`src/hdl/camask_defines.vh`:
```
`ifndef CAMASK_DEFINES_VH
`define CAMASK_DEFINES_VH

// ----------------------------------------------------------------------
// register byte offsets
// ----------------------------------------------------------------------
`define CAMASK_STRIDE          8'h10
`define CAMASK_OFS_STD_HIGH    4'h0
`define CAMASK_OFS_STD_LOW     4'h4
`define CAMASK_OFS_EXT_HIGH    4'h8
`define CAMASK_OFS_EXT_LOW     4'hC
`define CAMASK_ADDR_TIMING     8'h20
`define CAMASK_ADDR_CONTROL    8'h24
`define CAMASK_NUM_MASKS       2

// ----------------------------------------------------------------------
// field positions
// ----------------------------------------------------------------------
`define CAMASK_LOW_SID_MSB     7
`define CAMASK_LOW_SID_LSB     5
`define CAMASK_LOW_E17_MSB     1
`define CAMASK_LOW_E17_LSB     0
`define CAMASK_SJW_MSB         7
`define CAMASK_SJW_LSB         6
`define CAMASK_BRP_MSB         5
`define CAMASK_BRP_LSB         0
`define CAMASK_CTL_CONFIG      0
`define CAMASK_CTL_EXTEN_LSB   1
`define CAMASK_CTL_EXTEN_MSB   2

// ----------------------------------------------------------------------
// reset values
// ----------------------------------------------------------------------
`define CAMASK_TIMING_RESET    8'h00
`define CAMASK_CONTROL_RESET   3'h1

// ----------------------------------------------------------------------
// timing: one quantum is 2 x (prescaler + 1) oscillator periods
// ----------------------------------------------------------------------
`define CAMASK_TQ_FACTOR       2
`define CAMASK_TQ_CNT_W        7

`endif

```
`src/hdl/camask_tq_gen.v`:
```
`timescale 1ns/10ps
`default_nettype none
`include "camask_defines.vh"

module camask_tq_gen
(
    input  wire       hclk,
    input  wire       hresetn,
    input  wire [5:0] quantum_prescaler,
    output reg        time_quantum
);

    reg  [`CAMASK_TQ_CNT_W-1:0] count;
    wire [`CAMASK_TQ_CNT_W-1:0] last;

    // ------------------------------------------------------------------
    // quantum divider: pulse every 2 x (prescaler + 1) clocks
    // ------------------------------------------------------------------
    assign last = {quantum_prescaler, 1'b1};

    always @(posedge hclk or negedge hresetn)
    begin
        if (!hresetn)
        begin
            count        <= 7'h00;
            time_quantum <= 1'b0;
        end
        else if (count >= last)
        begin
            count        <= 7'h00;
            time_quantum <= 1'b1;
        end
        else
        begin
            count        <= count + 7'h01;
            time_quantum <= 1'b0;
        end
    end

endmodule // camask_tq_gen
`default_nettype wire

```
`src/hdl/camask_top.v`:
```
// Chosen here: the AHB-Lite register port and the register offsets.
`timescale 1ns/10ps
`default_nettype none
`include "camask_defines.vh"

module camask_top
(
    input  wire        hclk,
    input  wire        hresetn,
    input  wire        hsel,
    input  wire [31:0] haddr,
    input  wire [1:0]  htrans,
    input  wire        hwrite,
    input  wire [2:0]  hsize,
    input  wire [31:0] hwdata,
    input  wire        hready,
    output reg  [31:0] hrdata,
    output reg         hreadyout,
    output reg         hresp,
    input  wire        rx_valid,
    input  wire [28:0] rx_id,
    input  wire        rx_ext,
    input  wire [28:0] filter0_id,
    input  wire [28:0] filter1_id,
    output reg         accept_valid,
    output reg  [1:0]  accept_hit,
    output reg         config_mode,
    output reg  [2:0]  resync_jump_width,
    output wire        time_quantum
);

    // ------------------------------------------------------------------
    // register storage
    // ------------------------------------------------------------------
    reg  [7:0] mask_std_high        [0:1];
    reg  [2:0] std_id_mask_low3     [0:1];
    reg  [1:0] ext_id_mask_17_16    [0:1];
    reg  [7:0] ext_id_mask_mid_byte [0:1];
    reg  [7:0] ext_id_mask_low_byte [0:1];
    reg  [7:0] bit_timing_control_one;
    reg  [1:0] filter_extended_enable;

    // ------------------------------------------------------------------
    // bus pipeline state
    // ------------------------------------------------------------------
    reg        wr_pend;
    reg        rd_pend;
    reg  [7:0] ph_addr;
    reg  [31:0] next_rdata;
    wire       take;
    wire       in_masks;
    wire       idx;
    wire [3:0] ofs;
    wire [7:0] wbyte;
    wire       timing_wr;
    wire       control_wr;
    wire [2:0] next_jump_width;
    wire [5:0] quantum_prescaler;

    assign take     = hsel & htrans[1] & hready;
    assign in_masks = ({1'b0, ph_addr} < {`CAMASK_STRIDE, 1'b0}) &&
                      (ph_addr[1:0] == 2'b00);
    assign idx      = ph_addr[4];
    assign ofs      = ph_addr[3:0];
    assign wbyte    = hwdata[7:0];

    // timing register is locked once configuration mode is left
    assign timing_wr  = wr_pend && config_mode &&
                        (ph_addr == `CAMASK_ADDR_TIMING);
    assign control_wr = wr_pend && (ph_addr == `CAMASK_ADDR_CONTROL);

    // ------------------------------------------------------------------
    // address phase capture and response
    // ------------------------------------------------------------------
    always @(posedge hclk or negedge hresetn)
    begin
        if (!hresetn)
        begin
            wr_pend   <= 1'b0;
            rd_pend   <= 1'b0;
            ph_addr   <= 8'h00;
            hreadyout <= 1'b1;
            hresp     <= 1'b0;
        end
        else
        begin
            hresp <= 1'b0;
            if (rd_pend)
            begin
                // read wait state done, data now stands
                rd_pend   <= 1'b0;
                hreadyout <= 1'b1;
                wr_pend   <= 1'b0;
            end
            else if (take)
            begin
                wr_pend   <= hwrite;
                rd_pend   <= ~hwrite;
                ph_addr   <= haddr[7:0];
                hreadyout <= hwrite;
            end
            else if (hready)
            begin
                wr_pend <= 1'b0;
            end
        end
    end

    // ------------------------------------------------------------------
    // mask registers: no reset, contents undefined after power-up
    // ------------------------------------------------------------------
    always @(posedge hclk)
    begin
        if (wr_pend && in_masks)
        begin
            case (ofs)
                `CAMASK_OFS_STD_HIGH:
                begin
                    mask_std_high[idx] <= wbyte;
                end
                `CAMASK_OFS_STD_LOW:
                begin
                    std_id_mask_low3[idx] <=
                        wbyte[`CAMASK_LOW_SID_MSB:`CAMASK_LOW_SID_LSB];
                    ext_id_mask_17_16[idx] <=
                        wbyte[`CAMASK_LOW_E17_MSB:`CAMASK_LOW_E17_LSB];
                end
                `CAMASK_OFS_EXT_HIGH:
                begin
                    ext_id_mask_mid_byte[idx] <= wbyte;
                end
                `CAMASK_OFS_EXT_LOW:
                begin
                    ext_id_mask_low_byte[idx] <= wbyte;
                end
                default:
                begin
                    mask_std_high[idx] <= mask_std_high[idx];
                end
            endcase
        end
    end

    // ------------------------------------------------------------------
    // timing and control registers
    // ------------------------------------------------------------------
    always @(posedge hclk or negedge hresetn)
    begin
        if (!hresetn)
        begin
            bit_timing_control_one <= `CAMASK_TIMING_RESET;
            config_mode            <= 1'b1;
            filter_extended_enable <= 2'b00;
        end
        else
        begin
            if (timing_wr)
            begin
                bit_timing_control_one <= wbyte;
            end
            if (control_wr)
            begin
                config_mode <= wbyte[`CAMASK_CTL_CONFIG];
                filter_extended_enable <=
                    wbyte[`CAMASK_CTL_EXTEN_MSB:`CAMASK_CTL_EXTEN_LSB];
            end
        end
    end

    // ------------------------------------------------------------------
    // read data mux, registered during the read wait state
    // ------------------------------------------------------------------
    always @*
    begin
        next_rdata = 32'h0000_0000;
        if (in_masks)
        begin
            case (ofs)
                `CAMASK_OFS_STD_HIGH:
                    next_rdata[7:0] = mask_std_high[idx];
                `CAMASK_OFS_STD_LOW:
                    next_rdata[7:0] = {std_id_mask_low3[idx], 3'b000,
                                       ext_id_mask_17_16[idx]};
                `CAMASK_OFS_EXT_HIGH:
                    next_rdata[7:0] = ext_id_mask_mid_byte[idx];
                `CAMASK_OFS_EXT_LOW:
                    next_rdata[7:0] = ext_id_mask_low_byte[idx];
                default:
                    next_rdata = 32'h0000_0000;
            endcase
        end
        else if (ph_addr == `CAMASK_ADDR_TIMING)
        begin
            next_rdata[7:0] = bit_timing_control_one;
        end
        else if (ph_addr == `CAMASK_ADDR_CONTROL)
        begin
            next_rdata[2:0] = {filter_extended_enable, config_mode};
        end
    end

    always @(posedge hclk or negedge hresetn)
    begin
        if (!hresetn)
        begin
            hrdata <= 32'h0000_0000;
        end
        else if (rd_pend)
        begin
            hrdata <= next_rdata;
        end
    end

    // ------------------------------------------------------------------
    // acceptance compare per mask
    // ------------------------------------------------------------------
    reg  [28:0] full_mask [0:1];
    reg  [28:0] filt      [0:1];
    reg  [1:0]  next_hit;
    integer     m;

    always @*
    begin
        next_hit = 2'b00;
        filt[0]  = filter0_id;
        filt[1]  = filter1_id;
        for (m = 0; m < `CAMASK_NUM_MASKS; m = m + 1)
        begin
            // mask bits line up as eid28..eid0; standard uses top 11
            full_mask[m] = {mask_std_high[m], std_id_mask_low3[m],
                            ext_id_mask_17_16[m], ext_id_mask_mid_byte[m],
                            ext_id_mask_low_byte[m]};
            if (filter_extended_enable[m])
            begin
                next_hit[m] = rx_ext &&
                    (((rx_id ^ filt[m]) & full_mask[m]) == 29'h0);
            end
            else
            begin
                next_hit[m] = !rx_ext &&
                    (((rx_id[10:0] ^ filt[m][28:18]) &
                      full_mask[m][28:18]) == 11'h000);
            end
        end
    end

    always @(posedge hclk or negedge hresetn)
    begin
        if (!hresetn)
        begin
            accept_valid <= 1'b0;
            accept_hit   <= 2'b00;
        end
        else
        begin
            accept_valid <= rx_valid;
            accept_hit   <= rx_valid ? next_hit : 2'b00;
        end
    end

    // ------------------------------------------------------------------
    // bit timing outputs
    // ------------------------------------------------------------------
    assign next_jump_width   = {1'b0,
        bit_timing_control_one[`CAMASK_SJW_MSB:`CAMASK_SJW_LSB]}
        + 3'h1;
    assign quantum_prescaler =
        bit_timing_control_one[`CAMASK_BRP_MSB:`CAMASK_BRP_LSB];

    always @(posedge hclk or negedge hresetn)
    begin
        if (!hresetn)
        begin
            resync_jump_width <= 3'h1;
        end
        else
        begin
            resync_jump_width <= next_jump_width;
        end
    end

    camask_tq_gen u_tq
    (
        .hclk              (hclk),
        .hresetn           (hresetn),
        .quantum_prescaler (quantum_prescaler),
        .time_quantum      (time_quantum)
    );

endmodule // camask_top
`default_nettype wire

```
`config.mk`:
```
export PLATFORM = sky130hd
export DESIGN_NAME = camask_top
export DESIGN_NICKNAME = d
export VERILOG_FILES = /design/src/hdl/camask_tq_gen.v /design/src/hdl/camask_top.v
export VERILOG_INCLUDE_DIRS = /design/src /design/src/hdl
export SDC_FILE = /design/constraint.sdc
export NUM_CORES = 1
export LEC_CHECK = 0
export BUFFER_PORTS_ARGS = -buffer_cell sky130_fd_sc_hd__clkbuf_2
export CORE_MARGIN = 2
export CORE_UTILIZATION = 54
export CTS_CLUSTER_SIZE = 24
export DETAILED_ROUTE_END_ITERATION = 10
export HOLD_SLACK_MARGIN = 0.05
export PLACE_DENSITY = 0.95
export SYNTH_ARGS = -nofsm -noshare
export SYNTH_HDL_FRONTEND = slang
export SYNTH_SLANG_ARGS = --single-unit
```
`constraint.sdc`:
```
create_clock -name hclk -period 5.42 [get_ports hclk]
set_input_delay 0.271 -clock hclk [delete_from_list [all_inputs] [get_ports hclk]]
set_output_delay 0.271 -clock hclk [all_outputs]
set_load 0.05 [all_outputs]
```
==> impl_metrics.yaml <==
die:
  fp.dieW_um: 106
  fp-row-count: 37
  core_mm2: 0.0102
  initial_utilization: 0.547
  fp.dieArea_mm2: 0.0111
  boundaryPins: 205
  dieHeight_um: 106
cells_and_area:
  layout.nets: 743
  area_delta_synth_final_pct: 14.5
  drive_gt1_frac: 0.322
  num_antenna_cells: 0
  layoutNonFillerInstCount: 713
  fillers: 778
logic_synthesis:
  ys_async_sr_fraction: 0.431
  yosys_most_used_dff: "edfxtp_1"
  avgSynthCellArea_um2: 12.4
  yosys_warnings: 0
  ys_types: 44
  netlist_area_mm2: 0.00557
  synthCells: 451
  synth_edf_count: 58
  synth-seq-cells: 102
  yosysSeqAreaShare: 0.511
detailed_routing:
  route.detailed.drc: 0
  drt_iter0_drc: 667
  wl_met3_mm: 1.52
  dr.pass1.iters: 6
  highest_layer: "met4"
  wl_per_cell_um: 20.9
  wl_met2_mm: 7.30
  wl_met1_mm: 5.52
  ant_nets: 0
  drt_wl_total_mm: 14.9
  viasPerCell: 5.96
  vias: 4246
worst_setup_path:
  critPathTopFamily: "simple AND/OR/NAND/NOR gates"
  cp.arrival_ps: 3010
  cp_max_fo: 15
  cpMaxStageDelayCell: "nor3_1"
  cp_data_required_time_ps: 5410
  cp-end-kind: "register"
  path_cells: "or2_1 -> nor4_4 -> nand3b_1 -> nor3_1"
  path_class: "reg2reg"
  critPathBufInv: 0
  max_stage_delay_ps: 1030
  rrSetupSlack_ps: 2400
  startpoint_type: "register"
timing:
  timing.fmax_mhz: 331
  drv_slew: 0
  setup_viol: 0
  hold_viol_final: 0
  min_period_over_period: 0.557
  skew_ps: 8.96
  hold_ws_ps: 64.4
  rsz0062_at_grt: "no"
  finalWorstSetupSlack_ps: 2400
  worstMarginPinSlew_ps: 1230
  tns_ps: 0
  slew_headroom: 0.173
  period_minus_slack_ps: 3020
placed_design:
  pre_cts_ws_ps: 2460
  dp_hpwl_mm: 11.7
  routabilityCongestion: 0.923
  io_buffers: 127
  placed_cells: 696
global_routing:
  antenna_found_initial: 0
  first_global_vias: 4290
  track_usage: 0.275
  grt_max_degree: 45
  grt_pass1_wl_mm: 23.0
  grt.overflow.total: 0
clock_tree:
  clockBufferDepth: 2
  path_clk_slew_ps: 100
  cts_hold_buf: 1
  htreeDepth: 3
  ctsResizeCount: 0
  clk_latency_ps: 370
  cts_sinks: 102
  tritoncts: "done"
  cts_buffers: 9
  cts_root_buffer: "clkbuf_8"
  post_cts_buffers: 0
hold_path:
  hold_path_class: "in2reg"
pwr:
  leakage_nw: 2.79
  powerDensity_mw_per_mm2: 298
  vdd_ir_drop_max_uv: 253
flow_run:
  max-cap-violations: 0
outcome:
  outcome: "complete, no violations"
## synthesized netlist by cell type, types with 2 or more instances
master / instances / area [µm²]
a211oi_1: 2 / 15.0
a21boi_1: 2 / 15.0
a21o_1: 8 / 60.1
a21oi_1: 9 / 45.0
a221oi_1: 4 / 35.0
a22o_1: 7 / 61.3
a22oi_1: 33 / 248
buf_2: 2 / 10.0
buf_4: 26 / 195
buf_6: 2 / 22.5
clkbuf_1: 13 / 48.8
dfrtp_1: 41 / 1030
dfstp_2: 3 / 78.8
edfxtp_1: 58 / 1740
ha_1: 8 / 100
inv_1: 13 / 48.8
mux2_2: 26 / 293
mux2i_1: 6 / 60.1
mux4_2: 8 / 180
nand2_1: 17 / 63.8
nand3_1: 11 / 55.1
nand3b_1: 2 / 15.0
nand4_1: 10 / 62.6
nor2_1: 21 / 78.8
nor2b_1: 2 / 12.5
nor3_1: 3 / 15.0
o2111ai_1: 4 / 35.0
o21ai_0: 9 / 45.0
or4_1: 3 / 22.5
xnor2_1: 3 / 26.3
xor2_1: 82 / 718
## logic make-up (layout without fill, tap and decap cells)
group | count (synthesis) | count (layout) | share of synthesized area
other | 1 | 25 | 0.000673
buffers and inverters | 56 | 158 | 0.0584
adder cells (fa/ha/maj) | 8 | 8 | 0.0180
AO/OA/AOI/OAI | 80 | 80 | 0.103
AND/OR/NAND/NOR | 79 | 79 | 0.0802
flip-flops | 102 | 102 | 0.511
XOR/XNOR | 85 | 85 | 0.134
multiplexers | 40 | 40 | 0.0956
## worst register-to-register path, cell delays in order (launching register included)
cell	delay (ps)
dfrtp_1	400
or2_1	330
nor4_4	600
nand3b_1	270
nor3_1	1030
## routing by layer
metal	up-vias	track usage
met1	2050	0.349
li1	1843	-
met2	304	0.465
met5	-	0
met4	0	0.110
met3	49	0.0538
## state kept, by name, summed over array words and instances (netlist names)
register	cells
accept_hit	2
accept_valid	1
bit_timing_control_one	8
config_mode	1
ext_id_mask_17_16	4
ext_id_mask_low_byte	16
ext_id_mask_mid_byte	16
filter_extended_enable	2
hrdata	8
hreadyout	1
mask_std_high	16
ph_addr	8
rd_pend	1
resync_jump_width	3
std_id_mask_low3	6
u_tq.count	7
u_tq.time_quantum	1
wr_pend	1
## stage by stage
stage               cell area [µm²]  power (mW)   util
floorplan                      5660        1.32      -
global placement               6200        1.45  0.609
detailed placement             6200        1.47  0.609
CTS                            6380        1.90  0.627
global route                   6380        1.99  0.627
finish                         6380        1.90  0.627
## power by group
part / internal [mW] / total, mW / switching [mW]
sequential: 0.880 / 0.952 / 0.0722
combinational: 0.198 / 0.513 / 0.315
clock: 0.178 / 0.439 / 0.260
## area by class of cell
type                       instances  area [µm²]  area share
sequential                       102        2850       0.446
multi-input combinational        317        2490       0.390
timing repair buffer             129         653       0.102
tap                              136         170      0.0267
clock buffer                      10         138      0.0216
inverter                          13        48.8     0.00765
clock inverter                     6        35.0     0.00549
## layout by cell type, fill, tap and decap left out, types with 2 or more instances in the layout
cell / instances
a211oi_1: 2
a21boi_1: 2
a21o_1: 8
a21oi_1: 9
a221oi_1: 4
a22o_1: 7
a22oi_1: 33
clkbuf_2: 127
clkbuf_8: 10
clkinv_1: 2
clkinv_2: 2
conb_1: 25
dfrtp_1: 41
dfstp_2: 3
edfxtp_1: 58
ha_1: 8
inv_1: 13
inv_6: 2
mux2_2: 26
mux2i_1: 6
mux4_2: 8
nand2_1: 17
nand3_1: 11
nand3b_1: 2
nand4_1: 10
nor2_1: 21
nor2b_1: 2
nor3_1: 3
o2111ai_1: 4
o21ai_0: 9
or4_1: 3
xnor2_1: 3
xor2_1: 82
## path summary, 6_finish.rpt
path                       cells past startpoint                    endpoint                      start
max in group asynchronous                      1   filter_extended_enable[0]                    hresetn
min reg2reg                                    1        resync_jump_width[0]  bit_timing_control_one[6]
min in group asynchronous                      1                   hrdata[4]                    hresetn
max reg2reg                                    4  ext_id_mask_low_byte[0][1]                 ph_addr[1]
min                                            2                     rd_pend                     hwrite
max                                            4  ext_id_mask_low_byte[0][1]                 ph_addr[1]
Note: power is estimated with default switching activity, not from simulation.
